**config.mk**
```make
export PLATFORM = sky130hd
export DESIGN_NAME = acs_sequencer
export DESIGN_NICKNAME = d
export VERILOG_FILES = /design/src/acs_pkg.sv /design/src/acs_sync.sv /design/src/acs_fifo.sv /design/src/acs_sequencer.sv
export SDC_FILE = /design/constraint.sdc
export NUM_CORES = 1
export LEC_CHECK = 0
export BUFFER_PORTS_ARGS = -buffer_cell sky130_fd_sc_hd__buf_2
export CORE_MARGIN = 3
export CORE_UTILIZATION = 55
export CTS_CLUSTER_DIAMETER = 50
export DETAILED_ROUTE_END_ITERATION = 12
export PLACE_DENSITY = 0.74
export REMOVE_ABC_BUFFERS = 1
export SYNTH_ARGS = -nofsm -noshare
export SYNTH_HDL_FRONTEND = slang
export SYNTH_SLANG_ARGS = --single-unit
export TNS_END_PERCENT = 50
```
**constraint.sdc**
```tcl
create_clock -name clk -period 34.9 [get_ports clk]
set_input_delay 5.235 -clock clk [delete_from_list [all_inputs] [get_ports clk]]
set_output_delay 5.235 -clock clk [all_outputs]
set_load 0.1 [all_outputs]
```
**src/acs_pkg.sv**
```systemverilog
package acs_pkg;

  // System and conversion clock rates
  localparam int SYS_CLK_HZ  = 100_000_000;
  localparam int CONV_CLK_HZ = 500_000;
  localparam int TICK_DIV    = SYS_CLK_HZ / CONV_CLK_HZ;
  localparam logic [7:0] TICK_LAST = 8'(TICK_DIV - 1);
  localparam logic [7:0] EOC_CYCLES = 8'(TICK_DIV);

  // Conversion-clock cycles added to half the bit count
  localparam logic [3:0] CONV_EXTRA  = 4'h3;
  localparam logic [3:0] CYCLE_EXTRA = 4'h1;
  localparam logic [3:0] RES_BASE_HALF = 4'h3;

  localparam int SAMPLE_W = 13;
  localparam int FIFO_DEPTH = 16;
  localparam int RESULT_W = 16;

  // Serial command codes
  localparam logic [3:0] CMD_START      = 4'hc;
  localparam logic [6:0] CMD_READ_DATA  = 7'h20;
  localparam logic [7:0] CMD_WRITE_CFG  = 8'h44;
  localparam logic [7:0] CMD_READ_CFG   = 8'h46;

  // Status byte bit positions
  localparam int ST_PACKET = 7;
  localparam int ST_ADDR   = 6;
  localparam int ST_EOC    = 5;
  localparam int ST_OVF    = 4;

  // Byte 0 of the configuration holds the start bit here
  localparam int CFG_START_BIT = 0;

  typedef enum logic [1:0] {
    RES6  = 2'b00,
    RES8  = 2'b01,
    RES10 = 2'b10,
    RES12 = 2'b11
  } acs_res_type;

  // Bits [15:8] are configuration byte 0, [7:0] byte 1
  typedef struct packed {
    logic [3:0]  inputSelect;
    logic        powerOn;
    logic        differential;
    logic        refSelect;
    logic        startControl;
    logic        continuousRun;
    logic        justify;
    acs_res_type resolution;
    logic [3:0]  reserved;
  } acs_cfg_type;

  localparam logic [15:0] CFG_RESET = 16'h0020;

  typedef enum logic [1:0] {
    CONV_IDLE  = 2'b00,
    CONV_RUN   = 2'b01,
    CONV_STORE = 2'b10
  } acs_conv_type;

  typedef struct packed {
    logic sck;
    logic mosi;
    logic csn;
  } acs_spi_type;

  typedef struct packed {
    logic       powerOn;
    logic       supplyMonitor;
    logic       externalRef;
    logic       differential;
    logic [1:0] channel;
    logic       converting;
  } acs_analog_type;

endpackage

```
**src/acs_sync.sv**
```systemverilog
`timescale 1ns/100ps
module acs_sync #(
  parameter int WIDTH = 3
) (
  input  wire logic             clk,
  input  wire logic             rst,
  input  wire logic [WIDTH-1:0] async,
  output logic      [WIDTH-1:0] synced
);

  typedef struct packed {
    logic [WIDTH-1:0] first;
    logic [WIDTH-1:0] second;
  } acs_sync_state_type;

  acs_sync_state_type st;
  acs_sync_state_type next_st;

  always_comb begin
    next_st.first  = async;
    next_st.second = st.first;
  end

  // Reset clears both stages, so clock and select both read low
  always_ff @(posedge clk or posedge rst) begin
    if (rst) begin
      st <= '0;
    end else begin
      st <= next_st;
    end
  end

  assign synced = st.second;

endmodule

```
**src/acs_fifo.sv**
```systemverilog
`timescale 1ns/100ps
module acs_fifo #(
  parameter int WIDTH = 16,
  parameter int DEPTH = 16
) (
  input  wire logic             clk,
  input  wire logic             rst,
  input  wire logic             inValid,
  output logic                  inReady,
  input  wire logic [WIDTH-1:0] inData,
  output logic                  outValid,
  input  wire logic             outReady,
  output logic      [WIDTH-1:0] outData
);

  localparam int AW = $clog2(DEPTH);

  typedef struct packed {
    logic [DEPTH-1:0][WIDTH-1:0] mem;
    logic [AW:0]                 wrPtr;
    logic [AW:0]                 rdPtr;
  } acs_fifo_state_type;

  acs_fifo_state_type st;
  acs_fifo_state_type next_st;
  logic               full;
  logic               empty;

  assign empty    = st.wrPtr == st.rdPtr;
  assign full     = (st.wrPtr[AW] != st.rdPtr[AW]) && (st.wrPtr[AW-1:0] == st.rdPtr[AW-1:0]);
  assign inReady  = !full;
  assign outValid = !empty;
  assign outData  = st.mem[st.rdPtr[AW-1:0]];

  always_comb begin
    next_st = st;
    if (inValid && !full) begin
      next_st.mem[st.wrPtr[AW-1:0]] = inData;
      next_st.wrPtr = st.wrPtr + 1'b1;
    end
    if (outReady && !empty) begin
      next_st.rdPtr = st.rdPtr + 1'b1;
    end
  end

  always_ff @(posedge clk or posedge rst) begin
    if (rst) begin
      st <= '0;
    end else begin
      st <= next_st;
    end
  end

endmodule

```
**src/acs_sequencer.sv**
```systemverilog
`timescale 1ns/100ps
// Behaviour
// - Resolution codes 00..11 give 6/8/10/12 bits
// - Resolution defaults to 10 bits
// - Differential uses input zero as inverting
// - Channel from select field or start command
// - Select MSB converts supply third, bandgap reference
// - Reference bit picks external pin or bandgap
// - Differential results offset by half scale
// - Justify bit places result top or bottom
// - Overflow flag updated after every conversion
// - Power bit cleared switches converter off
// - Start waits for select high, clock edge
// - Single mode converts once, pulses end
// - Start bit low or command aborts
// - Single conversion takes N/2 plus three
// - Continuous mode repeats every N/2 plus one
// - Sequencing runs on 500 kHz conversion clock
// - Status shows ready, match, end, overflow
// - Registers are readable back over serial
// - Start command is 1100 plus channel
// - Result read is 0100000 plus byte
// - Status byte shifts out first after select
module acs_sequencer (
  input  wire logic                        clk,
  input  wire logic                        rst,
  input  wire acs_pkg::acs_spi_type        spiPins,
  output logic                             miso,
  output logic                             misoOe_n,
  input  wire logic                        packetReady,
  input  wire logic                        addressHit,
  input  wire logic [acs_pkg::SAMPLE_W-1:0] sampleValue,
  output acs_pkg::acs_analog_type          analog,
  output logic                             endOfConversion,
  output logic [acs_pkg::RESULT_W-1:0]     resultWord,
  output logic                             resultValid,
  input  wire logic                        resultReady
);

  typedef struct packed {
    acs_pkg::acs_cfg_type  cfg;
    logic [15:0]           resultValue;
    logic                  overflowFlag;
    logic                  eocSticky;
    logic [7:0]            eocLeft;
    logic [7:0]            rxShift;
    logic [7:0]            txShift;
    logic [2:0]            bitCnt;
    logic [1:0]            byteCnt;
    logic [7:0]            cmd;
    logic                  sckPrev;
    logic                  csnPrev;
    logic                  startPending;
    logic [7:0]            tickCnt;
    acs_pkg::acs_conv_type conv;
    logic [3:0]            cycCnt;
  } acs_seq_state_type;

  acs_seq_state_type   st;
  acs_seq_state_type   n;
  acs_pkg::acs_spi_type spi;
  logic                sckRise;
  logic                sckFall;
  logic                csnFall;
  logic                tick;
  logic                storeNow;
  logic                pushReady;
  logic                cmdStart;
  logic [7:0]          rxByte;
  logic [7:0]          statusByte;
  logic [16:0]         fmt;
  logic [3:0]          tConv;
  logic [3:0]          tCycle;

  // Signed sample scaled to 12 bits, cut to N bits, offset, clamped
  function automatic logic [16:0] formatSample(
    input logic signed [acs_pkg::SAMPLE_W-1:0] raw,
    input acs_pkg::acs_res_type                res,
    input logic                                diff,
    input logic                                justify
  );
    int          bits;
    int          val;
    int          top;
    logic        ovf;
    logic [15:0] word;
    bits = 6 + 2 * int'(res);
    val  = int'(raw) >>> (12 - bits);
    if (diff) begin
      val = val + (1 << (bits - 1));
    end
    top = (1 << bits) - 1;
    ovf = (val < 0) || (val > top);
    if (val < 0) begin
      val = 0;
    end else if (val > top) begin
      val = top;
    end
    word = justify ? 16'(val) : 16'(val << (16 - bits));
    return {ovf, word};
  endfunction

  // Byte to present after `sent` bytes of a read command
  function automatic logic [7:0] txByteFor(
    input logic [7:0]           cmd,
    input logic [1:0]           sent,
    input acs_pkg::acs_cfg_type cfg,
    input logic [15:0]          data
  );
    logic [1:0] idx;
    logic [7:0] b;
    b = 8'h00;
    if (cmd[7:1] == acs_pkg::CMD_READ_DATA) begin
      idx = sent - 2'h1 + {1'b0, cmd[0]};
      if (idx == 2'h0) begin
        b = data[7:0];
      end else if (idx == 2'h1) begin
        b = data[15:8];
      end
    end else if (cmd == acs_pkg::CMD_READ_CFG) begin
      idx = sent - 2'h1;
      if (idx == 2'h0) begin
        b = cfg[15:8];
      end else if (idx == 2'h1) begin
        b = cfg[7:0];
      end
    end
    return b;
  endfunction

  // Pins come from port logic in another timing domain
  acs_sync #(
    .WIDTH (3)
  ) u_pinSync (
    .clk    (clk),
    .rst    (rst),
    .async  (spiPins),
    .synced (spi)
  );

  acs_fifo #(
    .WIDTH (acs_pkg::RESULT_W),
    .DEPTH (acs_pkg::FIFO_DEPTH)
  ) u_resultFifo (
    .clk      (clk),
    .rst      (rst),
    .inValid  (storeNow),
    .inReady  (pushReady),
    .inData   (fmt[15:0]),
    .outValid (resultValid),
    .outReady (resultReady),
    .outData  (resultWord)
  );

  assign sckRise = spi.sck && !st.sckPrev;
  assign sckFall = !spi.sck && st.sckPrev;
  assign csnFall = !spi.csn && st.csnPrev;
  assign tick    = st.tickCnt == acs_pkg::TICK_LAST;
  assign tConv   = {2'b00, st.cfg.resolution} + acs_pkg::RES_BASE_HALF + acs_pkg::CONV_EXTRA;
  assign tCycle  = {2'b00, st.cfg.resolution} + acs_pkg::RES_BASE_HALF + acs_pkg::CYCLE_EXTRA;
  assign fmt     = formatSample(sampleValue, st.cfg.resolution,
                                st.cfg.differential && !st.cfg.inputSelect[3], st.cfg.justify);
  assign rxByte  = {st.rxShift[6:0], spi.mosi};
  assign cmdStart = sckRise && !spi.csn && st.bitCnt == 3'h7 && st.byteCnt == 2'h0
                    && rxByte[7:4] == acs_pkg::CMD_START;

  always_comb begin
    statusByte = 8'h00;
    statusByte[acs_pkg::ST_PACKET] = packetReady;
    statusByte[acs_pkg::ST_ADDR]   = addressHit;
    statusByte[acs_pkg::ST_EOC]    = st.eocSticky;
    statusByte[acs_pkg::ST_OVF]    = st.overflowFlag;
  end

  always_comb begin
    n = st;
    storeNow  = 1'b0;
    n.sckPrev = spi.sck;
    n.csnPrev = spi.csn;
    n.tickCnt = tick ? 8'h00 : st.tickCnt + 8'h01;
    if (st.eocLeft != 8'h00) begin
      n.eocLeft = st.eocLeft - 8'h01;
    end

    case (st.conv)
      acs_pkg::CONV_IDLE: begin
        // begin on tick once select is high
        if (st.startPending && spi.csn && tick) begin
          n.conv         = acs_pkg::CONV_RUN;
          n.cycCnt       = tConv;
          n.startPending = 1'b0;
        end
      end
      acs_pkg::CONV_RUN: begin
        if (tick) begin
          if (st.cycCnt == 4'h1) begin
            // Full result buffer holds the conversion back
            if (pushReady) begin
              storeNow = 1'b1;
            end else begin
              n.conv = acs_pkg::CONV_STORE;
            end
          end else begin
            n.cycCnt = st.cycCnt - 4'h1;
          end
        end
      end
      acs_pkg::CONV_STORE: begin
        if (pushReady) begin
          storeNow = 1'b1;
        end
      end
      default: begin
        n.conv = acs_pkg::CONV_IDLE;
      end
    endcase

    // Chip select fall resets the frame; a store below still sets the flag
    if (csnFall) begin
      n.txShift   = statusByte;
      n.bitCnt    = 3'h0;
      n.byteCnt   = 2'h0;
      n.cmd       = 8'h00;
      n.eocSticky = 1'b0;
    end else if (sckFall && !spi.csn && st.bitCnt != 3'h0) begin
      n.txShift = {st.txShift[6:0], 1'b0};
    end

    if (storeNow) begin
      n.resultValue  = fmt[15:0];
      n.overflowFlag = fmt[16];
      n.eocSticky    = 1'b1;
      n.eocLeft      = acs_pkg::EOC_CYCLES;
      n.conv         = st.cfg.continuousRun ? acs_pkg::CONV_RUN : acs_pkg::CONV_IDLE;
      n.cycCnt       = tCycle;
    end

    if (sckRise && !spi.csn) begin
      n.rxShift = rxByte;
      n.bitCnt  = st.bitCnt + 3'h1;
      if (st.bitCnt == 3'h7) begin
        if (st.byteCnt == 2'h0) begin
          n.cmd = rxByte;
          if (rxByte[7:4] == acs_pkg::CMD_START) begin
            n.cfg.inputSelect = rxByte[3:0];
            n.conv         = acs_pkg::CONV_IDLE;
            n.startPending = 1'b1;
          end
        end else if (st.cmd == acs_pkg::CMD_WRITE_CFG) begin
          if (st.byteCnt == 2'h1) begin
            n.cfg[15:8] = rxByte;
            if (!st.cfg.startControl && rxByte[acs_pkg::CFG_START_BIT]) begin
              n.startPending = 1'b1;
            end
            if (st.cfg.startControl && !rxByte[acs_pkg::CFG_START_BIT]) begin
              n.conv         = acs_pkg::CONV_IDLE;
              n.startPending = 1'b0;
            end
          end else if (st.byteCnt == 2'h2) begin
            n.cfg[7:0] = {rxByte[7:4], 4'h0};
          end
        end
        if (st.byteCnt != 2'h3) begin
          n.byteCnt = st.byteCnt + 2'h1;
        end
        n.txShift = txByteFor(n.cmd, n.byteCnt, n.cfg, st.resultValue);
      end
    end

    if (!n.cfg.powerOn) begin
      n.conv         = acs_pkg::CONV_IDLE;
      n.startPending = 1'b0;
    end
  end

  always_ff @(posedge clk or posedge rst) begin
    if (rst) begin
      st         <= '0;
      st.cfg     <= acs_pkg::CFG_RESET;
      st.sckPrev <= 1'b0;
      st.csnPrev <= 1'b0;
    end else begin
      st <= n;
    end
  end

  assign miso            = spi.csn ? 1'b0 : st.txShift[7];
  assign misoOe_n        = spi.csn;
  assign endOfConversion = st.eocLeft != 8'h00;

  assign analog.powerOn       = st.cfg.powerOn;
  assign analog.supplyMonitor = st.cfg.inputSelect[3];
  assign analog.externalRef   = st.cfg.refSelect && !st.cfg.inputSelect[3];
  assign analog.differential  = st.cfg.differential && !st.cfg.inputSelect[3];
  assign analog.channel       = st.cfg.inputSelect[1:0];
  assign analog.converting    = st.conv != acs_pkg::CONV_IDLE;

  // Helper: conversion-clock ticks since run began or last store
  logic [3:0] runTicks;
  logic       firstRun;
  always_ff @(posedge clk or posedge rst) begin
    if (rst) begin
      runTicks <= 4'h0;
      firstRun <= 1'b0;
    end else if (st.conv == acs_pkg::CONV_IDLE && n.conv == acs_pkg::CONV_RUN) begin
      runTicks <= 4'h0;
      firstRun <= 1'b1;
    end else if (storeNow) begin
      runTicks <= 4'h0;
      firstRun <= 1'b0;
    end else if (tick && st.conv == acs_pkg::CONV_RUN) begin
      runTicks <= runTicks + 4'h1;
    end
  end
endmodule

```
Yosys cells after proc, flatten, opt, wreduce, memory -nomap -nowiden. Cells that the tools add are included.

Bits in registers: 359. Bits of input ports: 21. Output and inout port bits: 27. Logic and storage cells: 202.

Add/subtract/negate cells: 18. Order comparisons: 5. Equality and inequality tests: 20. Shifts and indexed selects: 4. Mux-type cells: 73. Reduce and logical (&&, ||, !) cells: 38.

Operators with widths (count): bitwise mux 256 bit (1); two-way mux 8 bit (17); two-way mux 32 bit (3); binary-select mux 16 bit (select 4 bit) (1); demux 16 bit (select 4 bit) (1); two-way mux 16 bit (4); two-way mux 12 bit (3); adder 32 bit (1); > comparator 32 bit (1); less-than comparator 32 x 1 -> 1 bit (second input constant) (1); left shift 1 x 32 -> 32 bit (first input constant) (1); left shift 1 x 4 -> 32 bit (first input constant) (1); left shift 32 x 32 -> 16 bit (1); >>> shifter 13 x 32 -> 32 bit (1); subtractor 32 x 2 -> 32 bit (second input constant) (1); two-way mux 2 bit (13); two-way mux 21 bit (1); two-way mux 6 bit (3); two-way mux 1 bit (17); equality test 8 x 7 -> 1 bit (second input constant) (2); logical AND 1 bit (16); two-way mux 13 bit (1); two-way mux 4 bit (3); adder 5 x 1 -> 5 bit (second input constant) (2); other kinds (41) (62).

Depth between registers and ports, before layout.
Depth after elaboration: 14. Depth in mapped cells: 36.

Modules after synthesis. From an unflattened synthesis, not the netlist that was laid out.

Cells, all modules: 1787. Area, all modules: 20968.9 um^2.

By module, submodules not included: acs_fifo (times used 1, cells an instance 771, area each 12458.2 um^2, seq. area each 6656.4 um^2); acs_sequencer (times used 1, cells an instance 1009, area each 8356.8 um^2, seq. area each 2178.3 um^2); acs_sync (times used 1, cells an instance 7, area each 153.9 um^2, seq. area each 150.1 um^2).

Worst setup path after synthesis. No wires, ideal clock.

Path kind: input to register. From: input port sampleValue[12] (netlist name). To: register u_resultFifo.st[105] (netlist name). Library setup time: 0.077 ns. Data arrival time: 11.029 ns. Slack: 23.794 ns. Stages on the path: 26. Cell sequence: clkbuf_1 clkbuf_1 mux4_2 ha_1 or2_2 a211oi_1 o31a_1 o22ai_1 inv_1 buf_1 clkbuf_1 clkbuf_1 ha_1 clkbuf_1 a21oi_1 o211ai_1 nand2_1 nand2_1 o21a_1 o21ai_4 buf_6 mux2_4 a222oi_1 a22oi_2 buf_6 a21oi_1.

Cells in the longest elaborated chain, start to end: 9. Elaborated cells between the ends (all ways): 10.

RTL lines: start: declaration (line acs_sequencer.sv:32) `input wire logic [acs_pkg::SAMPLE_W-1:0] sampleValue,`; >>> shifter 13 x 32 -> 32 bit * (line acs_sequencer.sv:88) `val = int'(raw) >>> (12 - bits);`; adder 32 bit (line acs_sequencer.sv:90) `val = val + (1 << (bits - 1));`; two-way mux 32 bit * (line acs_sequencer.sv:89) `if (diff) begin`; > comparator 32 bit (line acs_sequencer.sv:96) `end else if (val > top) begin`; two-way mux 32 bit (line acs_sequencer.sv:96); two-way mux 32 bit * (line acs_sequencer.sv:94) `if (val < 0) begin`; left shift 32 x 32 -> 16 bit (line acs_sequencer.sv:99) `word = justify ? 16'(val) : 16'(val << (16 - bits));`; two-way mux 16 bit * (line acs_sequencer.sv:99); bitwise mux 256 bit * (line acs_fifo.sv:38) `next_st.mem[st.wrPtr[AW-1:0]] = inData;`; end signal: assignment (line acs_fifo.sv:50) `st <= next_st;`; end: declaration (line acs_fifo.sv:24) `acs_fifo_state_type st;`.

Every way passes the cells marked *; elsewhere a longest branch is shown, timed or not. A chain may end at the register's enable or synchronous reset.

Worst setup path after layout.
From: input port sampleValue[12] (netlist name). To: register u_resultFifo.st[162] (netlist name).

The elaborated chain is that of the path after synthesis.

==> impl_metrics.ini <==
[outcome]
outcome = complete, no violations

[cells_and_area]
drive_above_1_share_pct = 13.73
diodes = 0
multi_input_area_um2 = 10500
seq_area_um2 = 8994
fillCellCount = 2978
final_net_count = 2145
final_cell_count_no_fill = 2522
synthToLayoutAreaGrowth_pct = 8.711

[power_and_ir_drop]
comb_power_share_pct = 7.1
power_frac_clock_pct = 46.0
sw_frac_of_total_pct = 24.52
vdd_drop_max_mv = 0.03365
p_leak_nw = 9.501
internal_power_mw = 0.6931
totalPowerFinal_mw = 0.9183
seq_power_share_pct = 46.9
p_per_area_nw_per_um2 = 41.77
switching_power_mw = 0.2252

[sta]
fmax_ghz = 0.08416
finalSetupViolations = 0
maxSlewViolCount = 0
setup_tns_ns = 0
rsz0062_at_grt = no
tightestPinTransition_ns = 1.357
fin_skew_ns = 0.02718
min_period_ns = 11.88
finalCritPeriodShare_pct = 34.04
slew_headroom_pct = 9.093
hold_viol = 0

[route]
drt_pass1_iterations = 5
viasPerCell = 6.211
routed_wl_mm = 50.31
route.detailed.drc = 0
num_vias = 15660
first_iter_violations = 1190
ant_nets = 0
wl_per_cell_um = 19.95

[synthesis]
yosys.cell_types.count = 79
synth_compound_area_share_pct = 15.71
synth_top_family_by_area = compound AO/OA/AOI/OAI gates
yosys_warnings = 0
syn-cell-area_um2 = 20220
avgSynthCellArea_um2 = 9.870
ys_seq_area_share_pct = 44.43
synth_edf_count = 0
ys_ff_latch = 359
synth-main-ff-cell = dfrtp_1
syn_inst = 2049
yosys.area_share.simple_pct = 13.79
async_flop_share_pct = 100.0
synth_xor_area_share_pct = 2.035
synth_adder_area_share_pct = 5.630
synthMuxAreaShare_pct = 14.27

[critical_path]
worstReg2RegEnd = u_resultFifo.st[162]
start_kind = primary input
crit_type = in -> reg
arrival_ns = 12.22
ff2ff_path_depth = 26
worstPathRequired_ns = 35.24
crit_end = u_resultFifo.st[162]
r2r_slack_ns = 25.77
r2r-start = st[76]
cp_max_fo = 45
cp-end-kind = flip-flop
crit_path_start = sampleValue[12]

[die]
rows = 69
initial_core_util_pct = 56.31
core_area_um2 = 35910
dieArea_um2 = 39110
design.portCount = 48
die_y_um = 197.8
fp.dieW_um = 197.8

[worst_hold_path]
worstHoldPathType = reg -> reg
hold_path_depth = 0

[grt]
grt_max_degree = 101
grt_pass1_vias = 15430
antenna_found_initial = 1
grt_use_total_pct = 26.06
grt_pass1_wl_mm = 81.82
grt.overflow.total = 0

[cts]
h-tree-depth = 2
hold_buffers = 0
cts-buffers-inserted = 40
root_buffer = clkbuf_16
cts-resized-gates = 0
clock_latency_ns = 0.55
max-clock-path-buffers = 3
clk_pin_slew_worst_paths_ns = 0.06
cts_setup_buffers = 0
cts_tree = built
cts.sinks = 359

[job]
maxCapViolCount = 0

[placement]
gp_congestion = 0.9789
place_hpwl_mm = 33.88
dp_cells = 2452
numPortBuffers = 47
worst min path at each step:
stage | start | end | slack, ns
after CTS | u_pinSync.next_st[1] | u_pinSync.synced[1] | 0.35
after detailed placement | u_pinSync.next_st[1] | u_pinSync.synced[1] | 0.33
after floorplan | u_pinSync.next_st[0] | u_pinSync.synced[0] | 0.33
after global placement | u_pinSync.next_st[1] | u_pinSync.synced[1] | 0.33
final | u_pinSync.next_st[1] | u_pinSync.synced[1] | 0.35
after global routing | u_pinSync.next_st[1] | u_pinSync.synced[1] | 0.35
per-layer routing:
layer / share of wire [%] / routed length [µm] / global-route usage (%) / up-vias
met3: 5.5 / 2766 / 3.148 / 102
met5: 0.022 / 11 / 0 / -
li1: - / - / - / 7260
met4: 2.7 / 1354 / 7.706 / 2
met2: 48 / 23940 / 42.62 / 492
met1: 44 / 22230 / 37.10 / 7807
per-stage QoR:
step	hold WS (ns)	area [µm²]	utilization (%)	setup WS, ns
floorplan	0.3312	19710	-	19.70
finish	0.3462	21990	61.22	23.02
detailed placement	0.3347	20670	57.55	22.64
global placement	0.3327	20670	57.55	22.96
CTS	0.3453	21990	61.22	23.18
global route	0.3529	21990	61.22	22.39
power by group through the flow:
| stage | Combinational, mW | Clock, mW | Sequential [mW] |
|---|---|---|---|
| 6_report | 0.0648 | 0.422 | 0.431 |
| 3_3_place_gp | 0.0624 | 0 | 0.438 |
| 2_1_floorplan | 0.0467 | 0 | 0.435 |
| 3_5_place_dp | 0.0640 | 0 | 0.438 |
| 4_1_cts | 0.0644 | 0.428 | 0.431 |
| 5_1_grt | 0.0722 | 0.445 | 0.432 |
placed cells by master (no fill, tap or decap), types with 20 or more instances in the layout:
master | Yosys | routed
nor3_1 | 20 | 20
conb_1 | 2 | 24
xor2_1 | 25 | 25
xnor2_1 | 22 | 22
mux2_2 | 39 | 39
nor2_1 | 153 | 152
and2_1 | 25 | 25
o21ai_0 | 252 | 252
buf_2 | 7 | 47
a21oi_1 | 132 | 132
mux2i_1 | 45 | 45
dfrtp_1 | 358 | 355
ha_1 | 91 | 91
mux4_2 | 88 | 88
nand2_1 | 317 | 317
clkbuf_16 | 0 | 40
nand3_1 | 33 | 33
o22ai_1 | 20 | 20
inv_1 | 62 | 61
cell families (layout without fill, tap and decap cells):
| family | after synthesis | count (layout) |
|---|---|---|
| compound gates | 537 | 537 |
| xor+xnor | 47 | 47 |
| fa+ha+maj | 91 | 91 |
| buf+inv | 206 | 196 |
| flops | 359 | 359 |
| mux | 173 | 173 |
| other cells | 2 | 24 |
| simple gates | 634 | 634 |
cell type report:
type	instances	area share, %
Tap cell	461	2.623
Timing Repair Buffer	64	1.650
Multi-Input combinational cell	1506	47.74
Inverter	62	1.093
Clock buffer	50	4.860
Clock inverter	20	1.132
Sequential cell	359	40.91
cell usage after synthesis, types with 22 or more instances:
| cell type | instances | area, µm² |
|---|---|---|
| a21oi_1 | 132 | 660.6 |
| and2_1 | 25 | 156.4 |
| buf_1 | 22 | 82.58 |
| clkbuf_1 | 104 | 390.4 |
| dfrtp_1 | 358 | 8959 |
| ha_1 | 91 | 1139 |
| inv_1 | 62 | 232.7 |
| mux2_2 | 39 | 439.2 |
| mux2i_1 | 45 | 450.4 |
| mux4_2 | 88 | 1982 |
| nand2_1 | 317 | 1190 |
| nand3_1 | 33 | 165.2 |
| nor2_1 | 153 | 574.3 |
| o21ai_0 | 252 | 1261 |
| xnor2_1 | 22 | 192.7 |
| xor2_1 | 25 | 219.0 |
worst max-delay path: stages:
cell and delay, ns:
buf_2 0.65, nor2_1 0.14, a21oi_1 0.20, ha_1 0.18
o21ai_0 0.09, a21oi_1 0.37, o22ai_1 0.24, o31ai_1 0.42
nand4_1 0.22, nand2_1 0.21, a21oi_1 0.12, o21ai_0 0.22
xor2_1 0.17, a21oi_1 0.10, ha_1 0.36, nand4_1 0.11
nor2_1 0.21, nand4_1 0.16, o21a_1 0.20, o21ai_4 0.72
mux2i_1 0.22, a41o_1 0.27, a31oi_1 1.06, o21ai_0 0.32
sequential cells by signal, summed over array words and instances (netlist names):
name	count
analog	4
rxByte	7
u_pinSync.synced	3
u_resultFifo.st	266
u_pinSync.next_st	3
st	76
Note: power is estimated with default switching activity, not from simulation.
